**config.mk**
```make
export PLATFORM = sky130hd
export DESIGN_NAME = ilim_ctrl
export DESIGN_NICKNAME = d
export VERILOG_FILES = /design/src/ilim_pkg.sv /design/src/duty_meter.sv /design/src/ilim_ctrl.sv
export SDC_FILE = /design/constraint.sdc
export NUM_CORES = 1
export LEC_CHECK = 0
export ABC_CLOCK_PERIOD_IN_PS = 114100
export BUFFER_PORTS_ARGS = -buffer_cell sky130_fd_sc_hd__buf_4
export CAP_MARGIN = 30
export CORE_UTILIZATION = 60
export CTS_BUF_LIST = sky130_fd_sc_hd__clkbuf_16
export DETAILED_ROUTE_END_ITERATION = 8
export GPL_ROUTABILITY_DRIVEN = 0
export PLACE_DENSITY = 0.84
export REMOVE_ABC_BUFFERS = 1
export SLEW_MARGIN = 20
export SYNTH_ARGS = -nofsm -noshare
export SYNTH_HDL_FRONTEND = slang
export SYNTH_SLANG_ARGS = --single-unit
```
**constraint.sdc**
```tcl
create_clock -name clk_sys -period 114.1 [get_ports clk_sys]
set_input_delay 11.41 -clock clk_sys [delete_from_list [all_inputs] [get_ports clk_sys]]
set_output_delay 11.41 -clock clk_sys [all_outputs]
set_load 0.01 [all_outputs]
```
**src/ilim_pkg.sv**
```systemverilog
// Notes on behaviour
// Direct mode: input sets frequency, off-time from code
// Controller keeps off-time at least input period
// Current mode limiting: off-time alone sets frequency
// Each PWM cycle starts with bridge driving
// Over threshold: recirculate for off-time, chosen path
// Current mode: duty top four bits set threshold
// Other modes: threshold is (n+1) times 12.5 mV
// Recirculation code selects auto, high, low, fast
// Off-time 20 us plus n times 1.6 us
// Indirect and speed modes: fixed period equals off-time
// Comparator ignored n times 400 ns after turn-on
// Same blanking masks drain-source short monitors
// Controller programs blanking long enough for transients
// Fault output open-drain, low while faults reported
// Direct mode: fault low while present or latched
// Indirect modes: steady low only for stopping faults
// Pulse low rest of period plus 2/3/4 periods
// Repeating pulses: equal inactive gap, then repeat
// Fault line may drive input; input clears latch
// Stop-on-fault short latch cleared by 0%, read, reset
// Indirect warning with stop: four low, four off
// Duty measured from high count over period count
package ilim_pkg;
	localparam int CLK_MHZ = 250;
	localparam int OFF_BASE_NS = 20000;
	localparam int OFF_STEP_NS = 1600;
	localparam int BLANK_STEP_NS = 400;
	localparam int OFF_BASE_CYC = OFF_BASE_NS * CLK_MHZ / 1000;
	localparam int OFF_STEP_CYC = OFF_STEP_NS * CLK_MHZ / 1000;
	localparam int BLANK_STEP_CYC = BLANK_STEP_NS * CLK_MHZ / 1000;
	localparam int CNT_W = 16;
	localparam int DUTY_W = 8;
	localparam logic [1:0] RECIRC_AUTO = 2'h0;
	localparam logic [1:0] RECIRC_HIGH = 2'h1;
	localparam logic [1:0] RECIRC_LOW = 2'h2;
	localparam logic [1:0] RECIRC_FAST = 2'h3;
	localparam logic [1:0] RECIRC_RESET = RECIRC_AUTO;
	localparam logic [3:0] THRESH_RESET = 4'h0;
	typedef enum logic [1:0] {
		MODE_DIRECT_DUTY,
		MODE_INDIRECT_DUTY,
		MODE_SPEED,
		MODE_CURRENT
	} ctrl_mode_t;
	typedef enum logic [1:0] {
		GRP_NONE,
		GRP_TWO,
		GRP_THREE,
		GRP_FOUR
	} fault_group_t;
	function automatic logic [CNT_W-1:0] off_cycles(input logic [4:0] code);
		off_cycles = CNT_W'(OFF_BASE_CYC) + CNT_W'(OFF_STEP_CYC) * CNT_W'(code);
	endfunction
	function automatic logic [2:0] group_periods(input logic [1:0] grp);
		case (grp)
			2'h1: group_periods = 3'h2;
			2'h2: group_periods = 3'h3;
			default: group_periods = 3'h4;
		endcase
	endfunction
endpackage

```
**src/duty_meter.sv**
```systemverilog
`timescale 1ns/1ps
`default_nettype none
module duty_meter
	import ilim_pkg::*;
(
	// Clock and reset
	input wire logic clk_sys,
	input wire logic rst_n,
	// Input and result
	input wire logic pwm_in,
	output logic [DUTY_W-1:0] duty,
	output logic period_start,
	output logic zero_duty
);
	logic pwm_q;
	logic [CNT_W-1:0] high_cnt;
	logic [CNT_W-1:0] per_cnt;
	logic [CNT_W-1:0] low_run;
	logic [CNT_W+DUTY_W-1:0] scaled;
	logic rise;

	assign rise = pwm_in && !pwm_q;
	assign scaled = {high_cnt, {DUTY_W{1'b0}}} - {{DUTY_W{1'b0}}, high_cnt};

	always_ff @(posedge clk_sys) begin
		if (!rst_n) begin
			pwm_q <= 1'b0;
			high_cnt <= '0;
			per_cnt <= '0;
			duty <= '0;
			period_start <= 1'b0;
		end else begin
			pwm_q <= pwm_in;
			period_start <= rise;
			if (rise) begin
				// Ratio of high count to period, 255 full scale
				if (per_cnt != '0)
					duty <= DUTY_W'(scaled / (CNT_W+DUTY_W)'(per_cnt));
				high_cnt <= 16'h0001;
				per_cnt <= 16'h0001;
			end else begin
				if (per_cnt != '1)
					per_cnt <= per_cnt + 16'h0001;
				if (pwm_in && high_cnt != '1)
					high_cnt <= high_cnt + 16'h0001;
			end
		end
	end

	// Input held low for a full counter span counts as 0% duty
	always_ff @(posedge clk_sys) begin
		if (!rst_n) begin
			low_run <= '0;
			zero_duty <= 1'b0;
		end else begin
			low_run <= pwm_in ? '0 : (low_run == '1 ? low_run : low_run + 16'h0001);
			zero_duty <= (low_run == '1) && !pwm_in;
		end
	end
endmodule // duty_meter
`default_nettype wire

```
**src/ilim_ctrl.sv**
```systemverilog
`timescale 1ns/1ps
`default_nettype none
module ilim_ctrl
	import ilim_pkg::*;
(
	// Clock and reset
	input wire logic clk_sys,
	input wire logic rst_n,
	// Configuration
	input wire logic [1:0] ctrl_mode,
	input wire logic [4:0] off_time_code,
	input wire logic [3:0] limit_threshold_code,
	input wire logic [1:0] recirc_select,
	input wire logic [3:0] blank_time_code,
	input wire logic stop_on_fault_enable,
	// Control input and sensing
	input wire logic pwm_in,
	input wire logic ilim_cmp,
	input wire logic ds_short_raw,
	input wire logic bemf_rising,
	// Fault sources
	input wire logic fault_stop,
	input wire logic fault_sync_lost,
	input wire logic fault_short,
	input wire logic fault_overtemp,
	input wire logic fault_temp_warn,
	input wire logic serial_read_done,
	// Bridge control
	output logic bridge_drive,
	output logic recirc_high,
	output logic recirc_low,
	output logic recirc_fast,
	output logic gate_disable,
	output logic [3:0] current_limit_threshold,
	output logic ds_short_masked,
	// Fault pin
	output logic fault_out_n,
	output logic fault_oe
);
	logic [DUTY_W-1:0] duty;
	logic period_start;
	logic zero_duty;
	logic direct;
	logic [CNT_W-1:0] off_or_period_time;
	logic [CNT_W-1:0] off_cnt;
	logic [CNT_W-1:0] per_cnt;
	logic [CNT_W-1:0] blanking_time;
	logic [CNT_W-1:0] blank_cnt;
	logic in_recirc;
	logic blanked;
	logic cycle_start;
	logic short_latched;
	logic [1:0] group;
	logic repeat_seq;
	logic steady_low;
	logic pulse_active;
	logic pulse_low;
	logic [2:0] per_left;
	logic phase_gap;
	logic pulse_hold;
	logic [3:0] next_threshold;
	logic pwm_q;

	duty_meter u_duty (
		.clk_sys(clk_sys),
		.rst_n(rst_n),
		.pwm_in(pwm_in),
		.duty(duty),
		.period_start(period_start),
		.zero_duty(zero_duty)
	);

	assign direct = (ctrl_mode == 2'(MODE_DIRECT_DUTY));
	assign off_or_period_time = off_cycles(off_time_code);
	assign blanking_time = CNT_W'(BLANK_STEP_CYC) * CNT_W'(blank_time_code);
	assign blanked = (blank_cnt != '0);

	// ---------------------------------------------------------------
	// Threshold selection
	// ---------------------------------------------------------------
	always_comb begin
		if (ctrl_mode == 2'(MODE_CURRENT))
			next_threshold = duty[DUTY_W-1 -: 4];
		else
			next_threshold = limit_threshold_code;
	end

	always_ff @(posedge clk_sys) begin
		if (!rst_n)
			current_limit_threshold <= THRESH_RESET;
		else
			current_limit_threshold <= next_threshold;
	end

	// ---------------------------------------------------------------
	// PWM cycle start
	// ---------------------------------------------------------------
	always_ff @(posedge clk_sys) begin
		if (!rst_n)
			pwm_q <= 1'b0;
		else
			pwm_q <= pwm_in;
	end

	// Fixed period in indirect and speed modes
	always_ff @(posedge clk_sys) begin
		if (!rst_n)
			per_cnt <= '0;
		else if (direct || ctrl_mode == 2'(MODE_CURRENT))
			per_cnt <= '0;
		else if (per_cnt >= off_or_period_time - 16'h0001)
			per_cnt <= '0;
		else
			per_cnt <= per_cnt + 16'h0001;
	end

	always_comb begin
		case (ctrl_mode)
			2'(MODE_DIRECT_DUTY): cycle_start = pwm_in && !pwm_q;
			2'(MODE_CURRENT): cycle_start = !in_recirc && !bridge_drive;
			default: cycle_start = (per_cnt == '0);
		endcase
	end

	// ---------------------------------------------------------------
	// Drive and recirculation
	// ---------------------------------------------------------------
	always_ff @(posedge clk_sys) begin
		if (!rst_n) begin
			bridge_drive <= 1'b0;
			in_recirc <= 1'b0;
			off_cnt <= '0;
		end else if (gate_disable) begin
			bridge_drive <= 1'b0;
			in_recirc <= 1'b0;
			off_cnt <= '0;
		end else if (in_recirc) begin
			if (off_cnt <= 16'h0001) begin
				in_recirc <= 1'b0;
				off_cnt <= '0;
			end else
				off_cnt <= off_cnt - 16'h0001;
		end else if (bridge_drive && ilim_cmp && !blanked) begin
			bridge_drive <= 1'b0;
			in_recirc <= 1'b1;
			off_cnt <= off_or_period_time;
		end else if (cycle_start && !bridge_drive) begin
			bridge_drive <= 1'b1;
		end
	end

	// Blank timer restarts on each turn-on
	always_ff @(posedge clk_sys) begin
		if (!rst_n)
			blank_cnt <= '0;
		else if (cycle_start && !bridge_drive && !in_recirc && !gate_disable)
			blank_cnt <= blanking_time;
		else if (blanked)
			blank_cnt <= blank_cnt - 16'h0001;
	end

	always_ff @(posedge clk_sys) begin
		if (!rst_n)
			ds_short_masked <= 1'b0;
		else
			ds_short_masked <= ds_short_raw && !blanked;
	end

	always_ff @(posedge clk_sys) begin
		if (!rst_n) begin
			recirc_high <= 1'b0;
			recirc_low <= 1'b0;
			recirc_fast <= 1'b0;
		end else begin
			recirc_high <= 1'b0;
			recirc_low <= 1'b0;
			recirc_fast <= 1'b0;
			if (in_recirc) begin
				case (recirc_select)
					RECIRC_HIGH: recirc_high <= 1'b1;
					RECIRC_LOW: recirc_low <= 1'b1;
					RECIRC_FAST: recirc_fast <= 1'b1;
					default: begin
						recirc_high <= bemf_rising;
						recirc_low <= !bemf_rising;
					end
				endcase
			end
		end
	end

	// ---------------------------------------------------------------
	// Short latch and gate disable
	// ---------------------------------------------------------------
	always_ff @(posedge clk_sys) begin
		if (!rst_n)
			short_latched <= 1'b0;
		else if (fault_short && stop_on_fault_enable)
			short_latched <= 1'b1;
		else if (zero_duty || serial_read_done)
			short_latched <= 1'b0;
	end

	always_ff @(posedge clk_sys) begin
		if (!rst_n)
			gate_disable <= 1'b0;
		else
			gate_disable <= fault_stop || short_latched ||
				(stop_on_fault_enable && (fault_sync_lost || fault_overtemp));
	end

	// ---------------------------------------------------------------
	// Fault classification
	// ---------------------------------------------------------------
	always_comb begin
		steady_low = 1'b0;
		group = 2'(GRP_NONE);
		repeat_seq = 1'b0;
		if (direct) begin
			steady_low = fault_stop || fault_sync_lost || fault_short || short_latched ||
				fault_overtemp || fault_temp_warn;
		end else begin
			steady_low = fault_stop || (fault_overtemp && stop_on_fault_enable);
			if (fault_short || short_latched) begin
				group = 2'(GRP_TWO);
				repeat_seq = stop_on_fault_enable;
			end else if (fault_sync_lost) begin
				group = 2'(GRP_THREE);
				repeat_seq = 1'b1;
			end else if (fault_overtemp && !stop_on_fault_enable) begin
				group = 2'(GRP_FOUR);
				repeat_seq = 1'b1;
			end else if (fault_temp_warn && stop_on_fault_enable) begin
				group = 2'(GRP_FOUR);
				repeat_seq = 1'b1;
			end
		end
	end

	// ---------------------------------------------------------------
	// Pulse sequencer counted in input periods
	// ---------------------------------------------------------------
	always_ff @(posedge clk_sys) begin
		if (!rst_n) begin
			pulse_active <= 1'b0;
			pulse_low <= 1'b0;
			phase_gap <= 1'b0;
			pulse_hold <= 1'b0;
			per_left <= 3'h0;
		end else if (!pulse_active) begin
			if (group != 2'(GRP_NONE)) begin
				pulse_active <= 1'b1;
				pulse_low <= 1'b1;
				phase_gap <= 1'b0;
				per_left <= group_periods(group);
			end
		end else if (pulse_hold) begin
			// Single pulse spent: stay released until the fault clears
			if (group == 2'(GRP_NONE)) begin
				pulse_active <= 1'b0;
				pulse_hold <= 1'b0;
			end
		end else if (period_start) begin
			if (per_left != 3'h0) begin
				per_left <= per_left - 3'h1;
			end else if (!phase_gap && repeat_seq) begin
				pulse_low <= 1'b0;
				phase_gap <= 1'b1;
				per_left <= group_periods(group) - 3'h1;
			end else if (phase_gap && group != 2'(GRP_NONE)) begin
				pulse_low <= 1'b1;
				phase_gap <= 1'b0;
				per_left <= group_periods(group) - 3'h1;
			end else begin
				pulse_low <= 1'b0;
				phase_gap <= 1'b0;
				if (group == 2'(GRP_NONE))
					pulse_active <= 1'b0;
				else
					pulse_hold <= 1'b1;
			end
		end
	end

	always_ff @(posedge clk_sys) begin
		if (!rst_n) begin
			fault_out_n <= 1'b1;
			fault_oe <= 1'b0;
		end else begin
			fault_out_n <= !(steady_low || pulse_low);
			fault_oe <= steady_low || pulse_low;
		end
	end

	// ---------------------------------------------------------------
	// Checks
	// ---------------------------------------------------------------
	AST_THRESH_CURRENT: assert property (@(posedge clk_sys) disable iff (!rst_n)
		ctrl_mode == 2'(MODE_CURRENT) |=> current_limit_threshold == $past(duty[7:4]))
		else $error("threshold not from duty");
	AST_THRESH_CODE: assert property (@(posedge clk_sys) disable iff (!rst_n)
		ctrl_mode != 2'(MODE_CURRENT) |=> current_limit_threshold == $past(limit_threshold_code))
		else $error("threshold not from code");
	AST_TRIP_RECIRC: assert property (@(posedge clk_sys) disable iff (!rst_n)
		bridge_drive && ilim_cmp && !blanked && !in_recirc && !gate_disable
		|=> in_recirc && !bridge_drive && off_cnt == $past(off_or_period_time))
		else $error("trip did not start off-time");
	AST_BLANK_HOLD: assert property (@(posedge clk_sys) disable iff (!rst_n)
		bridge_drive && blanked && !in_recirc && !gate_disable |=> !in_recirc)
		else $error("comparator acted during blanking");
	AST_DS_MASK: assert property (@(posedge clk_sys) disable iff (!rst_n)
		blanked |=> !ds_short_masked)
		else $error("short monitor not masked");
	AST_FAST_MODE: assert property (@(posedge clk_sys) disable iff (!rst_n)
		in_recirc && recirc_select == RECIRC_FAST |=> recirc_fast && !recirc_high && !recirc_low)
		else $error("wrong recirculation path");
	AST_PIN_OD: assert property (@(posedge clk_sys) disable iff (!rst_n)
		fault_oe != fault_out_n)
		else $error("fault pin not open-drain");
	AST_DIRECT_LOW: assert property (@(posedge clk_sys) disable iff (!rst_n)
		direct && fault_short |=> fault_oe)
		else $error("direct fault not low");
	AST_SHORT_LATCH: assert property (@(posedge clk_sys) disable iff (!rst_n)
		short_latched && !zero_duty && !serial_read_done |=> ##1 gate_disable)
		else $error("gates not held off");
	AST_PULSE_START: assert property (@(posedge clk_sys) disable iff (!rst_n)
		!pulse_active && group != 2'(GRP_NONE) |=> pulse_low ##1 fault_oe)
		else $error("pulse did not start");
	AST_PULSE_HOLD: assert property (@(posedge clk_sys) disable iff (!rst_n)
		pulse_hold && !steady_low |=> !fault_oe)
		else $error("single pulse repeated");
	AST_TURN_ON: assert property (@(posedge clk_sys) disable iff (!rst_n)
		cycle_start && !bridge_drive && !in_recirc && !gate_disable |=> bridge_drive)
		else $error("bridge not driven at cycle start");
	AST_RECIRC_END: assert property (@(posedge clk_sys) disable iff (!rst_n)
		in_recirc && off_cnt <= 16'h0001 && !gate_disable |=> !in_recirc)
		else $error("off-time overran");
	AST_GATE_OFF: assert property (@(posedge clk_sys) disable iff (!rst_n)
		gate_disable |=> !bridge_drive && !in_recirc)
		else $error("bridge active while gates disabled");
	AST_STEADY: assert property (@(posedge clk_sys) disable iff (!rst_n)
		!direct && fault_stop |=> fault_oe)
		else $error("stopping fault not held low");
endmodule // ilim_ctrl
`default_nettype wire

```
==> results of run 1 <==
==> cell usage after synthesis (33+ instances only) <==
master,number
a21o_1,66
a21oi_1,177
a31oi_1,33
clkbuf_1,43
dfxtp_1,124
ha_1,259
inv_1,102
mux2_2,49
nand2_1,164
nand3_1,59
nor2_1,312
nor3_1,99
o21a_1,65
o21ai_0,92
xnor2_1,103
xor2_1,77
==> path summary, 6_finish.rpt <==
kind	end	slack, ps	cells past startpoint
worst max-delay path	u_duty.duty[4]	71130	171
worst min-delay path	per_cnt[0]	470	1
worst max register to register	u_duty.duty[4]	71130	171
worst min register to register	per_cnt[0]	470	1
==> flip-flops by register name, summed over array words and instances, names as in the netlist, 3 cells and up <==
name / flops
blank_cnt: 16
off_cnt: 16
u_duty.high_cnt: 16
u_duty.low_run: 16
current_limit_threshold: 4
u_duty.duty: 4
u_duty.per_cnt: 16
per_left: 3
per_cnt: 16
==> layout make-up <==
class / count / share of cell area [%]
inverters: 107 / 2.12
clock buffers: 17 / 2.24
clock inverters: 15 / 0.864
well taps: 384 / 2.53
flip-flops and latches: 124 / 13.1
repair buffers: 62 / 2.49
multi-input cells: 2066 / 76.7
==> kinds of logic after synthesis <==
| logic type | after synthesis |
|---|---|
| simple gates | 886 |
| compound gates | 657 |
| fa+ha+maj | 261 |
| xor+xnor | 180 |
| buf+inv | 166 |
| flops | 124 |
| mux | 82 |
==> critical path: cells and delay by family, from the launching register on <==
| kind | cells | cell delay (ps) |
|---|---|---|
| AOI/OAI and AO/OA | 92 | 22440 |
| and+or+nand+nor | 43 | 9750 |
| adders and majority gates | 21 | 6340 |
| muxes | 6 | 2190 |
| buffers and inverters | 8 | 1290 |
| DFF | 1 | 600 |
| xor gates and xnor gates | 1 | 130 |
==> metal layers <==
layer / wire (µm) / vias to the layer above
met1: 20000 / 8446
li1: - / 8760
met4: 2390 / 2
met5: 10 / -
met2: 23100 / 851
met3: 4310 / 217
==> per-stage QoR <==
step                hold WS [ps]  utilization (%)  cells  area (µm²)
finish                       468             65.8   2775       19000
global route                 500             65.8   2775       19000
CTS                          467             65.7   2774       19000
detailed placement           453             63.7   2742       18400
global placement             438             63.6   2739       18400
floorplan                    430                -   2297       17400
==> results by group, run 1 <==
Status
  – Status: finished, final reports clean

STA
  – Minimum clock period: 42,970 ps
  – Worst-case clock skew: 8.74 ps
  – Setup violators final: 0
  – Worst-Margin Slew: 820 ps
  – Fin. max-slew vios: 0
  – Achievable frequency: 0.0233 GHz
  – Crit share post-route: 37.7%
  – RSZ-0062 raised after global routing: false
  – TNS Setup: 0 ps
  – Relative slew slack: 43.9%
  – Worst setup margin: 71,130 ps
  – Hold Fails Final Rpt: 0

Synthesis
  – Async set or reset register ratio after synthesis: 0%
  – Number of synthesized register bits: 124
  – Number of synthesized flops with an enable pin: 0
  – Synth unique cells: 101
  – Cell Area, Synth: 0.0177 mm²
  – Mean area per synthesized cell: 7.50 µm²
  – Xor/xnor share of the synthesized area: 8.92%
  – Post-synthesis simple-gate area fraction: 24.3%
  – Post-synthesis compound-gate area fraction: 25.2%
  – YS warnings: 0
  – Syn Inst Count: 2,356
  – Share of the synthesized area in the top cell type: 18.3%
  – Synth top area cells: ha_1, dfxtp_1, nor2_1
  – Main combinational cell family by area after synthesis: compound AO/OA/AOI/OAI gates
  – Post-synth top area cell: ha_1
  – Primary FF master, synth: dfxtp_1
  – Adder-cell share of the synthesized area: 18.6%
  – Seq/Total Area, Yosys: 14.0%
  – Mux share of post-synthesis cell area: 5.36%

Global routing
  – Vias in the first global route: 17,500
  – Most Crowded Layer GR: met2
  – Antenna violations before repair: 1
  – Met2 Track Usage GR: 54.8%
  – Met1 GRT Util: 39.0%
  – Largest net degree at the start of global routing: 29
  – Gr ovfl total: 0
  – All-Layer GR Usage: 32.4%
  – Global-route wire length before repair: 82.0 mm
  – Met3 Usage GRT: 5.88%

Critical path
  – CP Launch Type: flip-flop
  – Setup CP Type: flip-flop to flip-flop
  – Worst-path fanout max: 26
  – Element type at the critical path end: flip-flop
  – CP startpoint: u_duty.high_cnt[8]
  – Arrival time worst endpoint: 43,280 ps
  – Critical path's slowest cell: dfxtp_1
  – Critical R2R Launch: u_duty.high_cnt[8]
  – WP data required: 114,410 ps
  – Max stage delay on crit path: 600 ps
  – CP dominant cell by count: ha_1

CTS
  – CTS Hold Bufs: 0
  – Root buf cell: clkbuf_16
  – Cts repair resizes: 0
  – Max clock buf depth: 2
  – Clk_lat worst skew: 430 ps
  – Htree depth: 4
  – CTS tree: done
  – CTS sink cnt: 124
  – TritonCTS Buffers: 17
  – Reg clk slew, reported paths: 60 ps
  – Setup bufs post-CTS: 0

Hold path
  – Hold Crit Class: flip-flop to flip-flop
  – Worst hold start: per_cnt[0]

Place
  – PortBufs: 41
  – Pre-CTS setup slack: 72,100 ps
  – Hpwl dp: 37.8 mm

Run
  – Max_cap viols: 0

Floorplan
  – Die area: 0.0301 mm²
  – Ports: 42
  – Die height: 174 µm
  – Width of the die: 174 µm
  – FP Rows: 62
  – Initial Util: 61.3%
  – Core Box Area: 0.0289 mm²

Final layout
  – Area grow syn2layout: 7.38%
  – Commonest cells after routing, fill and taps aside: nor2_1, ha_1, a21oi_1
  – Register Area: 0.00248 mm²
  – Multi-input gate area: 0.0146 mm²
  – Layout cells sized above 1: 9.24%
  – Final #Nets: 2,669
  – Commonest non-fill, non-tap cell in the layout: nor2_1
  – Filler cells: 2,429
  – Antenna fix cells: 0

Routing
  – DR pass1 iterations: 6
  – DR iter-0 viols: 1,460
  – DRT Wirelength: 49.8 mm
  – Vias/cell: 6.59
  – # DRC: 0
  – DR vias: 18,300
  – WL/cell: 18.0 µm
  – DRT antenna net count: 0
Power of run 1 is left out: the tool's default activity adds up to more than one toggle a clock period on the data nets, which glitch-free logic cannot reach.
==> run 2: changes to the inputs <==
--- a/config.mk
+++ b/config.mk
@@ -5,7 +5,7 @@
 export SDC_FILE = /design/constraint.sdc
 export NUM_CORES = 1
 export LEC_CHECK = 0
-export ABC_CLOCK_PERIOD_IN_PS = 114100
+export ABC_CLOCK_PERIOD_IN_PS = 40100
 export BUFFER_PORTS_ARGS = -buffer_cell sky130_fd_sc_hd__buf_4
 export CAP_MARGIN = 30
 export CORE_UTILIZATION = 60
==> constraint.sdc (replaced) <==
create_clock -name clk_sys -period 40.1 [get_ports clk_sys]
set_input_delay 4.01 -clock clk_sys [delete_from_list [all_inputs] [get_ports clk_sys]]
set_output_delay 4.01 -clock clk_sys [all_outputs]
set_load 0.01 [all_outputs]
==> run 2 against run 1 <==
Cell count is 1.1% higher. Clock skew is 3.2 ps lower. Register-to-register slack worse by 70000 ps. Sequential share of layout area shrank 0.31 points.
==> results by group, run 2 (synthesized netlist as in run 1, its figures left out) <==
Status
  – Status: finished, final reports clean

Final layout
  – Cell area after layout: 0.0195 mm²
  – Final #Nets: 2,699
  – Area grow syn2layout: 10.2%
  – Commonest cells after routing, fill and taps aside: nor2_1, ha_1, a21oi_1
  – Antenna fix cells: 0
  – Commonest non-fill, non-tap cell in the layout: nor2_1
  – Layout cells sized above 1: 12.5%

Run
  – Max_cap viols: 0

Global routing
  – Antenna violations before repair: 1
  – Global-route wire length before repair: 84.5 mm
  – Vias in the first global route: 17,700
  – All-Layer GR Usage: 33.6%
  – Gr ovfl total: 0
  – Largest net degree at the start of global routing: 29

Critical path
  – Critical path's slowest cell: a211oi_1
  – Worst path top cell family by delay: compound AO/OA/AOI/OAI gates
  – Setup CP Type: flip-flop to flip-flop
  – CP dominant cell by count: ha_1
  – Setup slack, reg-to-reg: 1540 ps
  – Worst-path fanout max: 18
  – Arrival time worst endpoint: 38,880 ps
  – Element type at the critical path end: flip-flop
  – CP Launch Type: flip-flop
  – CP bufs+invs: 10
  – Max stage delay on crit path: 500 ps
  – WP data required: 40,410 ps

CTS
  – CTS sink cnt: 124
  – Clk_lat worst skew: 430 ps
  – TritonCTS Buffers: 17
  – Reg clk slew, reported paths: 60 ps
  – Max clock buf depth: 2
  – Root buf cell: clkbuf_16
  – Htree depth: 4
  – CTS tree: done

Routing
  – # DRC: 0
  – DR vias: 18,800
  – DRT antenna net count: 0
  – DR iter-0 viols: 1,608
  – DRT Wirelength: 53.4 mm
  – DR pass1 iterations: 8
  – WL/cell: 19.0 µm
  – Vias/cell: 6.69

Floorplan
  – Width of the die: 174 µm
  – Die height: 174 µm
  – Core Box Area: 0.0289 mm²
  – Ports: 42
  – Initial Util: 61.3%
  – FP Rows: 62
  – Die area: 0.0301 mm²

STA
  – Worst-Margin Slew: 815 ps
  – Minimum clock period: 38,560 ps
  – Fin. max-slew vios: 0
  – Relative slew slack: 45.3%
  – Achievable frequency: 0.0259 GHz
  – Worst-case clock skew: 5.59 ps
  – Hold Fails Final Rpt: 0
  – Setup violators final: 0
  – Crit share post-route: 96.2%

Hold path
  – Hold Crit Class: flip-flop to flip-flop

Place
  – PortBufs: 41
  – Hpwl dp: 39.0 mm
  – DP Area: 0.0184 mm²
run 2: cell count changes in the layout (fill, tap and decap cells not counted), sizes merged:
cell	previous run	this run
bufinv	1	0
clkbuf	17	18
clkinvlp	1	2
buf	62	91
run 2: stage by stage:
stage	setup slack (ps)	utilization, %	hold WS, ps	TNS (ps)	cells
global route	-205	67.5	497	-205	2805
floorplan	1380	-	430	0	2297
finish	1540	67.5	464	0	2805
CTS	60.4	66.2	470	0	2784
detailed placement	-1550	63.8	456	-1550	2747
global placement	9.04	63.8	439	0	2745
run 2: what timing repair did:
| action | CTS | global route |
|---|---|---|
| resized for setup | 17 | 57 |
| pin swaps | 2 | 12 |
| buffers inserted | 5 | 21 |
| hold buffers | 0 | 0 |
| hold endpoints to repair | 0 | 0 |
| setup endpoints to repair | 1 | 2 |
| gates cloned | 0 | 0 |
run 2: routing by layer:
metal	vias up	global-route usage [%]	routed length, µm
li1	8837	-	-
met1	8681	40.4	21200
met2	984	56.7	24700
met3	274	4.98	4390
met4	2	20.1	3180
met5	-	0	13
run 2: worst paths after layout:
| check | startpoint | cells past startpoint | endpoint |
|---|---|---|---|
| worst min-delay path | per_cnt[0] | 1 | per_cnt[0] |
| worst max register to register | u_duty.high_cnt[9] | 167 | u_duty.duty[4] |
| worst max-delay path | u_duty.high_cnt[9] | 167 | u_duty.duty[4] |
| worst min register to register | per_cnt[0] | 1 | per_cnt[0] |
run 2: layout make-up:
type | instances | area (µm²)
Clock buffer | 17 | 425
Clock inverter | 15 | 144
Fill cell | 2304 | 9370
Inverter | 107 | 402
Multi-Input combinational cell | 2066 | 14800
Sequential cell | 124 | 2490
Tap cell | 384 | 480
Timing Repair Buffer | 92 | 728
Power of run 2 is left out for the same reason.
==> run 3: changes to the inputs <==
--- a/config.mk
+++ b/config.mk
@@ -7,7 +7,6 @@
 export LEC_CHECK = 0
 export ABC_CLOCK_PERIOD_IN_PS = 40100
 export BUFFER_PORTS_ARGS = -buffer_cell sky130_fd_sc_hd__buf_4
-export CAP_MARGIN = 30
 export CORE_UTILIZATION = 60
 export CTS_BUF_LIST = sky130_fd_sc_hd__clkbuf_16
 export DETAILED_ROUTE_END_ITERATION = 8
@@ -17,4 +16,5 @@
 export SLEW_MARGIN = 20
 export SYNTH_ARGS = -nofsm -noshare
 export SYNTH_HDL_FRONTEND = slang
+export SYNTH_HIERARCHICAL = 1
 export SYNTH_SLANG_ARGS = --single-unit
==> run 3 against run 2 <==
Clock skew rose by 7.4 ps. Global-route usage shrank 0.26 points. Register-to-register slack improved by 400 ps. Maximum frequency is 1.0% higher. Via count fell by 1.5%. Synthesized cell count down 0.25%. Die area about the same. Sequential share of layout area is 0.055 points lower. Cell area increased by 1.1%. Cell count about the same. Non-clock buffer count up 10. Largest cell class unchanged.
==> results by group, run 3 <==
Status
  – Status: finished, final reports clean

Routing
  – DR vias: 18,500
  – Vias/cell: 6.60
  – # DRC: 0
  – WL/cell: 18.6 µm
  – DR pass1 iterations: 8
  – DRT antenna net count: 0
  – DRT Wirelength: 52.1 mm
  – DR iter-0 viols: 1,788

Hold path
  – Hold depth: 1
  – Hold Crit Class: flip-flop to flip-flop

Place
  – PortBufs: 41
  – Placed cells: 2,746
  – Hpwl dp: 38.7 mm

CTS
  – CTS sink cnt: 125
  – Clk_lat worst skew: 450 ps
  – Htree depth: 4
  – Reg clk slew, reported paths: 70 ps
  – Root buf cell: clkbuf_16
  – CTS tree: done
  – Max clock buf depth: 2
  – TritonCTS Buffers: 17

STA
  – Relative slew slack: 31.1%
  – Hold slack: 473 ps
  – Fin. max-slew vios: 0
  – Crit share post-route: 95.2%
  – Setup violators final: 0
  – Minimum clock period: 38,160 ps
  – Achievable frequency: 0.0262 GHz
  – Hold Fails Final Rpt: 0
  – Worst-case clock skew: 12.9 ps
  – Worst-Margin Slew: 1030 ps

Critical path
  – WP data required: 40,410 ps
  – CP dominant cell by count: ha_1
  – CP Launch Type: flip-flop
  – Setup slack, reg-to-reg: 1940 ps
  – Worst path top cell family by delay: compound AO/OA/AOI/OAI gates
  – CP bufs+invs: 15
  – Crit. path cell count: 178
  – Worst-path fanout max: 20
  – Arrival time worst endpoint: 38,470 ps
  – Critical path's slowest cell: or4_1
  – Setup CP Type: flip-flop to flip-flop
  – Element type at the critical path end: flip-flop
  – Cell depth of the worst flop-to-flop path: 178
  – Max stage delay on crit path: 500 ps

Global routing
  – Vias in the first global route: 17,300
  – Largest net degree at the start of global routing: 38
  – All-Layer GR Usage: 33.3%
  – Gr ovfl total: 0
  – Global-route wire length before repair: 83.9 mm
  – Antenna violations before repair: 1

Floorplan
  – Die height: 174 µm
  – Initial Util: 61.3%
  – Die area: 0.0302 mm²
  – FP Rows: 62
  – Width of the die: 174 µm
  – Ports: 42
  – Core Box Area: 0.0289 mm²

Synthesis
  – Syn Inst Count: 2,350
  – Cell Area, Synth: 0.0177 mm²
  – Mean area per synthesized cell: 7.53 µm²
  – YS warnings: 6

Final layout
  – Final #Nets: 2,697
  – Util after Layout: 68.3%
  – Commonest cells after routing, fill and taps aside: nor2_1, ha_1, nand2_1
  – Layout cells sized above 1: 12.6%
  – Post-route insts no fill: 2,803
  – Commonest non-fill, non-tap cell in the layout: nor2_1
  – Area grow syn2layout: 11.3%

Run
  – Max_cap viols: 0
==> run 3: final cells by class <==
class                           instances  area, µm²
Clock buffer                           17        425
Tap cell                              384        480
Fill cell                            2324       9160
Sequential cell                       125       2500
Antenna cell                            1       2.50
Timing Repair Buffer                  102        782
Inverter                               95        357
Multi-Input combinational cell       2064      14900
Clock inverter                         15        200
==> run 3: routing by layer <==
metal  track usage (%)  vias to the layer above  wire length [µm]
li1                  -                     8795                 -
met1              40.7                     8586             21200
met5                 0                        -                 0
met2              56.6                      868             24200
met4              16.6                        0              2620
met3              5.33                      239              4020
==> run 3: path summary, 6_finish.rpt <==
path | start | endpoint
worst max-delay path | u_duty/high_cnt[8] | u_duty/duty[4]
worst min-delay path | off_cnt[15] | off_cnt[15]
worst max register to register | u_duty/high_cnt[8] | u_duty/duty[4]
worst min register to register | off_cnt[15] | off_cnt[15]
==> run 3: per-stage QoR <==
step	setup TNS [ps]	setup WS (ps)	area [µm²]
global route	-507	-507	19700
floorplan	0	2180	17400
finish	0	1940	19700
global placement	0	225	18500
detailed placement	-1540	-1540	18500
CTS	0	57.4	19200
==> run 3: timing repair <==
action                                  4_1_cts  5_1_grt
pin swaps                                     1       15
hold buffers                                  0        0
hold endpoints to repair                      0        0
buffers inserted                              1       23
gates resized for setup                      20       79
endpoints found under the setup margin        1        2
Power of run 3 is left out for the same reason.
